`config.mk`:
```
export PLATFORM = sky130hd
export DESIGN_NAME = mig_gap_timer
export DESIGN_NICKNAME = d
export VERILOG_FILES = /design/src/verilog/mig_pkg.sv /design/src/verilog/mig_nibble_div.sv /design/src/verilog/mig_gap_cnt.sv /design/src/verilog/mig_gap_timer.sv
export SDC_FILE = /design/constraint.sdc
export NUM_CORES = 1
export LEC_CHECK = 0
export BUFFER_PORTS_ARGS = -buffer_cell sky130_fd_sc_hd__buf_2
export CORE_MARGIN = 2
export CORE_UTILIZATION = 50
export CTS_CLUSTER_SIZE = 24
export DETAILED_ROUTE_END_ITERATION = 12
export PLACE_DENSITY_LB_ADDON = 0.12
export SLEW_MARGIN = 40
export SYNTH_ARGS = -nofsm -noshare
export SYNTH_HDL_FRONTEND = slang
export SYNTH_SLANG_ARGS = --single-unit
```
`constraint.sdc`:
```
create_clock -name clk -period 3 [get_ports clk]
set_input_delay 0.6 -clock clk [delete_from_list [all_inputs] [get_ports clk]]
set_output_delay 0.6 -clock clk [all_outputs]
set_load 0.1 [all_outputs]
```
`src/verilog/mig_pkg.sv`:
```
// Constants, register map and carrier types of the inter-packet-gap timer
//
// What this block does
// - A 7-bit back-to-back gap field sets the least idle time, in nibble times, between two back-to-back packets.
// - In full duplex the back-to-back gap field holds the wanted gap less 3, with 'h15 the recommended value.
// - In half duplex the back-to-back gap field holds the wanted gap less 6, with 'h12 the recommended value.
// - A non-back-to-back gap first times a 7-bit carrier-sense window, and carrier seen inside it makes the MAC defer.
// - Carrier seen after the window has run out does not defer; the second part is timed and the packet goes anyway.
// - A 7-bit second gap part field sets the whole non-back-to-back gap and starts at 'h12.
// - The duplex select bit picks full duplex when set and half duplex when clear, and so the back-to-back offset.
package mig_pkg;

	// ----------------------------------------------------------------
	// Register map (byte addresses)
	// ----------------------------------------------------------------
	localparam logic [31:0] ADDR_B2B_GAP   = 32'hff800408;
	localparam logic [31:0] ADDR_NB2B_GAP  = 32'hff80040c;
	localparam logic [31:0] ADDR_MODE_CTRL = 32'hff800420;
	localparam logic [31:0] ADDR_STATUS    = 32'hff800424;

	// ----------------------------------------------------------------
	// Field layout
	// ----------------------------------------------------------------
	localparam int GAP_W        = 7;
	localparam int WIN_LSB      = 8;
	localparam int PART2_LSB    = 0;
	localparam int DUPLEX_BIT   = 0;
	localparam int SPEED10_BIT  = 1;
	localparam int CNT_W        = 8;
	localparam int STATE_LSB    = 8;

	// ----------------------------------------------------------------
	// Reset values and offsets
	// ----------------------------------------------------------------
	localparam logic [GAP_W-1:0] RST_B2B_GAP = 7'h12;
	localparam logic [GAP_W-1:0] RST_WINDOW  = 7'h0c;
	localparam logic [GAP_W-1:0] RST_PART2   = 7'h12;
	localparam logic [CNT_W-1:0] OFS_FULL    = 8'h03;
	localparam logic [CNT_W-1:0] OFS_HALF    = 8'h06;
	localparam logic [1:0]       RESP_OKAY   = 2'h0;
	localparam logic [1:0]       RESP_SLVERR = 2'h2;

	// ----------------------------------------------------------------
	// Timing: nibble times derived from the 100 MHz clock
	// ----------------------------------------------------------------
	localparam int CLK_PERIOD_NS = 10;
	localparam int NIB_NS_100M   = 40;
	localparam int NIB_NS_10M    = 400;
	localparam int NIB_CYC_100M  = NIB_NS_100M / CLK_PERIOD_NS;
	localparam int NIB_CYC_10M   = NIB_NS_10M / CLK_PERIOD_NS;

	// ----------------------------------------------------------------
	// Types
	// ----------------------------------------------------------------
	typedef enum logic [5:0] {
		ST_CS_WIN = 6'h01,
		ST_PART2  = 6'h02,
		ST_DEFER  = 6'h04,
		ST_B2B    = 6'h08,
		ST_READY  = 6'h10,
		ST_TX     = 6'h20
	} mig_state_t;

	typedef struct packed {
		logic [GAP_W-1:0] carrier_sense_window;
		logic [GAP_W-1:0] second_gap_part;
	} mig_nb2b_cfg_t;

	typedef struct packed {
		logic duplex_select;
		logic speed_10;
	} mig_mode_t;

endpackage

```
`src/verilog/mig_nibble_div.sv`:
```
// Divider that turns the system clock into one-cycle nibble-time pulses
`timescale 1ns/1ps
module mig_nibble_div #(
	parameter int DIV_FAST = mig_pkg::NIB_CYC_100M,
	parameter int DIV_SLOW = mig_pkg::NIB_CYC_10M
) (
	input  wire logic clk,
	input  wire logic sys_rst,
	input  wire logic speed_10,
	output logic      nibble_tick
);

	logic [5:0] div_q;

	// Reload picks the nibble length of the selected line rate
	always_ff @(posedge clk or posedge sys_rst)
	begin
		if (sys_rst)
		begin
			div_q       <= 6'h00;
			nibble_tick <= 1'b0;
		end
		else if (div_q == 6'h00)
		begin
			div_q       <= speed_10 ? 6'(DIV_SLOW - 1) : 6'(DIV_FAST - 1);
			nibble_tick <= 1'b1;
		end
		else
		begin
			div_q       <= div_q - 6'h01;
			nibble_tick <= 1'b0;
		end
	end

endmodule

```
`src/verilog/mig_gap_cnt.sv`:
```
// Saturating nibble counter used to time the gap phases
`timescale 1ns/1ps
module mig_gap_cnt #(
	parameter int W = mig_pkg::CNT_W
) (
	input  wire logic         clk,
	input  wire logic         sys_rst,
	input  wire logic         clr,
	input  wire logic         step,
	output logic [W-1:0]      count
);

	// Clear wins over a step; the count holds at its top value
	always_ff @(posedge clk or posedge sys_rst)
	begin
		if (sys_rst)
			count <= '0;
		else if (clr)
			count <= '0;
		else if (step && (count != {W{1'b1}}))
			count <= count + 1'b1;
	end

endmodule

```
`src/verilog/mig_gap_timer.sv`:
```
// Inter-packet-gap and carrier-deference timer with its AXI4-Lite register slave
//
// Design decision made here: the AXI4-Lite register port.
`timescale 1ns/1ps
module mig_gap_timer (
	input  wire logic        clk,
	input  wire logic        sys_rst,
	// AXI4-Lite slave
	input  wire logic [31:0] s_axi_awaddr,
	input  wire logic        s_axi_awvalid,
	output logic             s_axi_awready,
	input  wire logic [31:0] s_axi_wdata,
	input  wire logic [3:0]  s_axi_wstrb,
	input  wire logic        s_axi_wvalid,
	output logic             s_axi_wready,
	output logic [1:0]       s_axi_bresp,
	output logic             s_axi_bvalid,
	input  wire logic        s_axi_bready,
	input  wire logic [31:0] s_axi_araddr,
	input  wire logic        s_axi_arvalid,
	output logic             s_axi_arready,
	output logic [31:0]      s_axi_rdata,
	output logic [1:0]       s_axi_rresp,
	output logic             s_axi_rvalid,
	input  wire logic        s_axi_rready,
	// Transmit path and PHY
	input  wire logic        carrier_sense,
	input  wire logic        tx_start,
	input  wire logic        tx_end,
	input  wire logic        tx_b2b,
	output logic             tx_grant_q,
	output logic             defer_q
);

	// ----------------------------------------------------------------
	// Declarations
	// ----------------------------------------------------------------
	logic [mig_pkg::GAP_W-1:0] back_to_back_gap_q;
	mig_pkg::mig_nb2b_cfg_t    nb2b_cfg_q;
	mig_pkg::mig_mode_t        mode_q;
	mig_pkg::mig_state_t       state_q;
	mig_pkg::mig_state_t       state_d;
	logic [mig_pkg::CNT_W-1:0] gap_count;
	logic [mig_pkg::CNT_W-1:0] b2b_target;
	logic [mig_pkg::CNT_W-1:0] win_target;
	logic [mig_pkg::CNT_W-1:0] part2_target;
	logic                      nibble_tick;
	logic                      cnt_clr;
	logic                      wr_fire;
	logic                      rd_fire;
	logic                      wr_hit;
	logic                      rd_hit;
	logic [31:0]               rd_word;
	logic                      wr_offer;
	logic                      wr_b2b;
	logic                      wr_nb2b;
	logic                      wr_mode;

	// ----------------------------------------------------------------
	// Address decode
	// ----------------------------------------------------------------

	// True when the address names one of the block's registers
	function automatic logic reg_mapped(input logic [31:0] addr);
		reg_mapped = (addr == mig_pkg::ADDR_B2B_GAP) || (addr == mig_pkg::ADDR_NB2B_GAP)
			|| (addr == mig_pkg::ADDR_MODE_CTRL) || (addr == mig_pkg::ADDR_STATUS);
	endfunction

	assign wr_hit = reg_mapped(s_axi_awaddr);
	assign rd_hit = reg_mapped(s_axi_araddr);

	// Register selected by the write address
	assign wr_b2b  = (s_axi_awaddr == mig_pkg::ADDR_B2B_GAP);
	assign wr_nb2b = (s_axi_awaddr == mig_pkg::ADDR_NB2B_GAP);
	assign wr_mode = (s_axi_awaddr == mig_pkg::ADDR_MODE_CTRL);

	// ----------------------------------------------------------------
	// Write channel: address and data taken in the same cycle
	// ----------------------------------------------------------------
	assign wr_fire = s_axi_awvalid && s_axi_awready && s_axi_wvalid && s_axi_wready;

	// Both halves offered, no take in flight and no answer pending
	assign wr_offer = s_axi_awvalid && s_axi_wvalid && !s_axi_awready && !s_axi_bvalid;

	// Ready pulses once both halves of a write are offered and no answer is pending
	always_ff @(posedge clk or posedge sys_rst)
	begin
		if (sys_rst)
		begin
			s_axi_awready <= 1'b0;
			s_axi_wready  <= 1'b0;
		end
		else
		begin
			s_axi_awready <= wr_offer;
			s_axi_wready  <= wr_offer;
		end
	end

	// Write response stands until the master takes it
	always_ff @(posedge clk or posedge sys_rst)
	begin
		if (sys_rst)
		begin
			s_axi_bvalid <= 1'b0;
			s_axi_bresp  <= mig_pkg::RESP_OKAY;
		end
		else if (wr_fire)
		begin
			s_axi_bvalid <= 1'b1;
			s_axi_bresp  <= wr_hit ? mig_pkg::RESP_OKAY : mig_pkg::RESP_SLVERR;
		end
		else if (s_axi_bready)
			s_axi_bvalid <= 1'b0;
	end

	// ----------------------------------------------------------------
	// Configuration registers
	// ----------------------------------------------------------------

	// Gap fields sit in byte lanes 0 and 1; reserved bits are not stored
	always_ff @(posedge clk or posedge sys_rst)
	begin
		if (sys_rst)
		begin
			back_to_back_gap_q              <= mig_pkg::RST_B2B_GAP;
			nb2b_cfg_q.carrier_sense_window <= mig_pkg::RST_WINDOW;
			nb2b_cfg_q.second_gap_part      <= mig_pkg::RST_PART2;
			mode_q.duplex_select            <= 1'b0;
			mode_q.speed_10                 <= 1'b0;
		end
		else if (wr_fire)
		begin
			if (wr_b2b && s_axi_wstrb[0])
				back_to_back_gap_q <= s_axi_wdata[mig_pkg::PART2_LSB +: mig_pkg::GAP_W];
			if (wr_nb2b)
			begin
				if (s_axi_wstrb[1])
					nb2b_cfg_q.carrier_sense_window <= s_axi_wdata[mig_pkg::WIN_LSB +: mig_pkg::GAP_W];
				if (s_axi_wstrb[0])
					nb2b_cfg_q.second_gap_part <= s_axi_wdata[mig_pkg::PART2_LSB +: mig_pkg::GAP_W];
			end
			if (wr_mode && s_axi_wstrb[0])
			begin
				mode_q.duplex_select <= s_axi_wdata[mig_pkg::DUPLEX_BIT];
				mode_q.speed_10      <= s_axi_wdata[mig_pkg::SPEED10_BIT];
			end
		end
	end

	// ----------------------------------------------------------------
	// Read channel
	// ----------------------------------------------------------------
	assign rd_fire = s_axi_arvalid && s_axi_arready;

	// Read word assembled from the register file and live timer state
	always_comb
	begin
		rd_word = 32'h00000000;
		unique case (s_axi_araddr)
			mig_pkg::ADDR_B2B_GAP:
				rd_word[mig_pkg::PART2_LSB +: mig_pkg::GAP_W] = back_to_back_gap_q;
			mig_pkg::ADDR_NB2B_GAP:
			begin
				rd_word[mig_pkg::WIN_LSB +: mig_pkg::GAP_W]   = nb2b_cfg_q.carrier_sense_window;
				rd_word[mig_pkg::PART2_LSB +: mig_pkg::GAP_W] = nb2b_cfg_q.second_gap_part;
			end
			mig_pkg::ADDR_MODE_CTRL:
			begin
				rd_word[mig_pkg::DUPLEX_BIT]  = mode_q.duplex_select;
				rd_word[mig_pkg::SPEED10_BIT] = mode_q.speed_10;
			end
			mig_pkg::ADDR_STATUS:
			begin
				rd_word[0 +: mig_pkg::CNT_W]          = gap_count;
				rd_word[mig_pkg::STATE_LSB +: $bits(mig_pkg::mig_state_t)] = state_q;
			end
			default:
				rd_word = 32'h00000000;
		endcase
	end

	// Address ready pulses while no read answer is pending
	always_ff @(posedge clk or posedge sys_rst)
	begin
		if (sys_rst)
			s_axi_arready <= 1'b0;
		else
			s_axi_arready <= s_axi_arvalid && !s_axi_arready && !s_axi_rvalid;
	end

	// Read data stands until the master takes it
	always_ff @(posedge clk or posedge sys_rst)
	begin
		if (sys_rst)
		begin
			s_axi_rvalid <= 1'b0;
			s_axi_rdata  <= 32'h00000000;
			s_axi_rresp  <= mig_pkg::RESP_OKAY;
		end
		else if (rd_fire)
		begin
			s_axi_rvalid <= 1'b1;
			s_axi_rdata  <= rd_word;
			s_axi_rresp  <= rd_hit ? mig_pkg::RESP_OKAY : mig_pkg::RESP_SLVERR;
		end
		else if (s_axi_rready)
			s_axi_rvalid <= 1'b0;
	end

	// ----------------------------------------------------------------
	// Nibble timebase and gap counter
	// ----------------------------------------------------------------
	// A new line rate takes hold at the next reload, so one nibble may still run at the old length
	mig_nibble_div u_div (
		.clk         (clk),
		.sys_rst     (sys_rst),
		.speed_10    (mode_q.speed_10),
		.nibble_tick (nibble_tick)
	);

	mig_gap_cnt #(
		.W (mig_pkg::CNT_W)
	) u_cnt (
		.clk     (clk),
		.sys_rst (sys_rst),
		.clr     (cnt_clr),
		.step    (nibble_tick),
		.count   (gap_count)
	);

	// ----------------------------------------------------------------
	// Gap targets in nibble times
	// ----------------------------------------------------------------

	// Back-to-back field stores the gap less the duplex offset
	assign b2b_target = {1'b0, back_to_back_gap_q}
		+ (mode_q.duplex_select ? mig_pkg::OFS_FULL : mig_pkg::OFS_HALF);
	assign win_target   = {1'b0, nb2b_cfg_q.carrier_sense_window};
	assign part2_target = {1'b0, nb2b_cfg_q.second_gap_part};

	// ----------------------------------------------------------------
	// Gap state machine
	// ----------------------------------------------------------------

	// Next state of the deference and gap sequence
	always_comb
	begin
		state_d = state_q;
		unique case (state_q)
			mig_pkg::ST_CS_WIN:
				if (carrier_sense)
					state_d = mig_pkg::ST_DEFER;
				else if (gap_count >= win_target)
					state_d = mig_pkg::ST_PART2;
			mig_pkg::ST_PART2:
				if (gap_count >= part2_target)
					state_d = mig_pkg::ST_READY;
			mig_pkg::ST_DEFER:
				if (!carrier_sense)
					state_d = mig_pkg::ST_CS_WIN;
			mig_pkg::ST_B2B:
				if (gap_count >= b2b_target)
					state_d = mig_pkg::ST_READY;
			mig_pkg::ST_READY:
				if (tx_start)
					state_d = mig_pkg::ST_TX;
			mig_pkg::ST_TX:
				if (tx_end)
					state_d = tx_b2b ? mig_pkg::ST_B2B : mig_pkg::ST_CS_WIN;
			default:
				state_d = mig_pkg::ST_CS_WIN;
		endcase
	end

	// Counter restarts on entry to a timed phase; the second part keeps counting on
	assign cnt_clr = (state_d != state_q)
		&& ((state_d == mig_pkg::ST_CS_WIN) || (state_d == mig_pkg::ST_B2B));

	// State register
	always_ff @(posedge clk or posedge sys_rst)
	begin
		if (sys_rst)
			state_q <= mig_pkg::ST_CS_WIN;
		else
			state_q <= state_d;
	end

	// Grant follows the next state, so it rises one cycle after the gap is met
	always_ff @(posedge clk or posedge sys_rst)
	begin
		if (sys_rst)
			tx_grant_q <= 1'b0;
		else
			tx_grant_q <= (state_d == mig_pkg::ST_READY);
	end

	// Deference follows the next state and stands while carrier holds
	always_ff @(posedge clk or posedge sys_rst)
	begin
		if (sys_rst)
			defer_q <= 1'b0;
		else
			defer_q <= (state_d == mig_pkg::ST_DEFER);
	end

endmodule

```
==> reports/metrics.csv <==
stage,metric,value,unit
synthesis,synth_ff_type,dfrtp_1,
power,ir_drop,0.245,mV
sta,layout_min_cycle_time,2570,ps
global_route,grt_max_degree,38,
floorplan,io_pins,154,
finish,nets,657,
sta,finClkSkew,7.85,ps
route,vias_per_cell,5.47,
route,drt-initial-drc-count,139,
sta,drv_slew,0,
synthesis,synth_compound_area_frac,0.127,
route,drt_pre_antenna_iters,4,
global_route,grt_pass1_vias,3274,
floorplan,dieArea,0.00873,mm²
worst_setup_path,startpoint_type,register,
floorplan,initial_core_util,0.518,
sta,worst_pin_slew,668,ps
clock_network,cts_tree,done,
clock_network,clk_path_buf_depth,2,
placed_design,io_buffers,114,
finish,fin_cells,625,
clock_network,ctsHtreeMaxLevel,3,
placed_design,post-place-ws,239,ps
sta,hold_viol,0,
floorplan,die_h,93.5,µm
worst_setup_path,crit_arrival,2790,ps
worst_setup_path,crit_path_max_incr_delay,400,ps
synthesis,synthMuxAreaShare,0.0697,
route,routed_wl,9.07,mm
finish,area_growth,20.8,%
worst_setup_path,cp_max_fo,4,
worst_setup_path,path_class,register to register,
synthesis,yosysTopAreaCell,dfrtp_1,
synthesis,synthArstFlopShare,1.00,
synthesis,ys_seq_area_frac,0.421,
sta,slew_headroom,0.554,
route,route.detailed.drc,0,
global_route,grt_pass1_wl,14.7,mm
synthesis,synthCells,398,
worst_setup_path,path_cells,inv_1 -> ha_1 -> o21ai_0 -> nand2b_1 -> and3_1 -> xnor2_1 -> ha_1 -> a21oi_1 -> nor2_1 -> a211oi_1 -> a21oi_1 -> or3_1,
sta,post-route-period-util,0.855,
clock_network,clock_sinks,67,
synthesis,synthAdderAreaFrac,0.0876,
clock_network,cts_buffers,9,
placed_design,detailed_place.area,0.00464,mm²
finish,final_area,0.00483,mm²
synthesis,netlist.area_leader.share,0.375,
worst_setup_path,reg2reg_depth,12,
finish,fillCellCount,683,
run,cap_violations,0,
floorplan,num_rows,32,
synthesis,ys_warn_count,0,
route,antenna_left,0,
route,wl_per_cell,14.5,µm
placed_design,place_hpwl,7.19,mm
worst_setup_path,worstSetupEndpointType,register,
synthesis,ys_ff_latch,67,
synthesis,synth_simple_gate_area_share,0.204,
worst_setup_path,cp.required,3220,ps
floorplan,die_w,93.5,µm
sta,grt_setup_unrepaired,no,
worst_setup_path,slowest_stage,dfrtp_1,
finish,drive_gt1_frac,0.333,
run_status,outcome,"finished, final reports clean",
global_route,grt.overflow.total,0,
route,vias,3420,
worst_setup_path,r2r_setup_slack,430,ps
sta,setup_viol,0,
power,power_density,509,mW/mm²
synthesis,ys_types,54,
global_route,grt_usage,0.214,
synthesis,synth_area_leaders,"dfrtp_1 (38%), ha_1 (8.8%), mux2_2 (6.5%), dfstp_2 (4.6%), buf_4 (3.8%)",
synthesis,synthXorXnorAreaFrac,0.0219,
clock_network,clock-root-buffer,clkbuf_8,
synthesis,synth_edf_count,0,
global_route,antenna_found_initial,0,
placed_design,place_inst,609,
floorplan,design.core.area,0.00773,mm²
placed_design,routabilityCongestion,0.787,
sta,setup_ws,435,ps
clock_network,clk_latency,340,ps
clock_network,holdBufCountCts,0,
clock_network,postCtsResizedCells,0,
min_path,holdCritPathClass,input port to async pin,
synthesis,syn_avg_cell_area,10.1,µm²
finish,fin_util,0.625,
finish,antenna_cells,0,
power,power_leakage,2.41,nW
clock_network,path_clk_slew,80,ps
synthesis,synth_area,0.00400,mm²
sta,fmax,0.390,GHz
clock_network,cts_setup_buffers,0,
sta,finalSetupTns,0,ps
synthesis,synth_top_family_by_area,simple AND/OR/NAND/NOR gates,
==> metrics by stage <==
step	total power, mW	hold slack, ps
after global placement	1.73	445
after global routing	2.59	398
after detailed placement	1.74	449
after CTS	2.48	358
final	2.46	346
after floorplan	1.59	458
==> worst max-delay path: cells and delay by family, from the launching register on <==
| family | cells | cell delay (ps) |
|---|---|---|
| DFF | 1 | 400 |
| and+or+nand+nor | 4 | 700 |
| AOI/OAI and AO/OA | 4 | 560 |
| buffers and inverters | 1 | 60 |
| xor gates and xnor gates | 1 | 130 |
| adders and majority gates | 2 | 590 |
==> Yosys cell counts, types with 3 or more instances <==
library cell	instances
nand3_1	10
buf_4	20
or3_1	4
a211oi_1	3
and2_1	8
a21o_1	5
nand4b_1	5
o21ai_0	16
nor4_1	10
nand2b_1	8
nor3_1	6
nor2_1	18
nor2b_1	4
nor4b_1	6
ha_1	28
xor2_1	5
or4_1	3
clkbuf_1	8
dfstp_2	7
inv_1	23
a22o_1	7
xnor2_1	5
and3_1	5
a21oi_1	17
nand2_1	28
mux2_2	23
nand4_1	11
dfrtp_1	60
and4_1	3
a221o_1	6
o211ai_1	4
==> layer usage <==
layer,track usage,part of all wire,vias to the layer above
met4,0.0674,0.0090,0
met1,0.266,0.44,1629
met5,0,0,-
met2,0.365,0.49,120
li1,-,-,1662
met3,0.0548,0.067,9
==> path summary, 6_finish.rpt <==
kind	to	start
max in group asynchronous	nb2b_cfg_q[4]	sys_rst
hold / removal	state_q[5]	sys_rst
min in group clk	s_axi_bvalid	s_axi_bready
setup / recovery	tx_grant_q	mode_q[1]
setup reg to reg	tx_grant_q	mode_q[1]
hold reg to reg	s_axi_arready	s_axi_rvalid
==> placed cells by master (no fill, tap or decap), types with 8 or more instances in the layout <==
master / count
buf_2: 114
dfrtp_1: 60
nand2_1: 28
ha_1: 28
mux2_2: 23
inv_1: 22
conb_1: 19
nor2_1: 18
a21oi_1: 17
o21ai_0: 16
nand4_1: 11
nor4_1: 10
nand3_1: 10
clkbuf_8: 9
nand2b_1: 8
and2_1: 8
==> sequential cells by signal (all words and copies together) (netlist names), 2 cells and up <==
signal,cells
s_axi_rdata,15
nb2b_cfg_q,14
u_cnt.count,8
back_to_back_gap_q,7
state_q,6
u_div.div_q,6
mode_q,2
==> layout make-up <==
cell class                      count  area (µm²)  share of cell area
Multi-Input combinational cell    297        2110               0.437
Sequential cell                    67        1690               0.349
Timing Repair Buffer              120         628               0.130
Clock buffer                       10         128              0.0264
Tap cell                          102         128              0.0264
Inverter                           23        86.3              0.0179
Clock inverter                      6        66.3              0.0137
==> report_power, final <==
part,switching (mW),internal [mW],total [mW]
Combinational,0.493,0.190,0.683
Clock,0.356,0.383,0.740
Sequential,0.0766,0.964,1.04
==> cells by family after synthesis <==
kind of cell | after synthesis
DFF | 67
buffers and inverters | 52
muxes | 25
adders and majority gates | 28
xor gates and xnor gates | 10
other | 1
and+or+nand+nor | 141
AOI/OAI and AO/OA | 74
(Power assumes the default switching activity.)
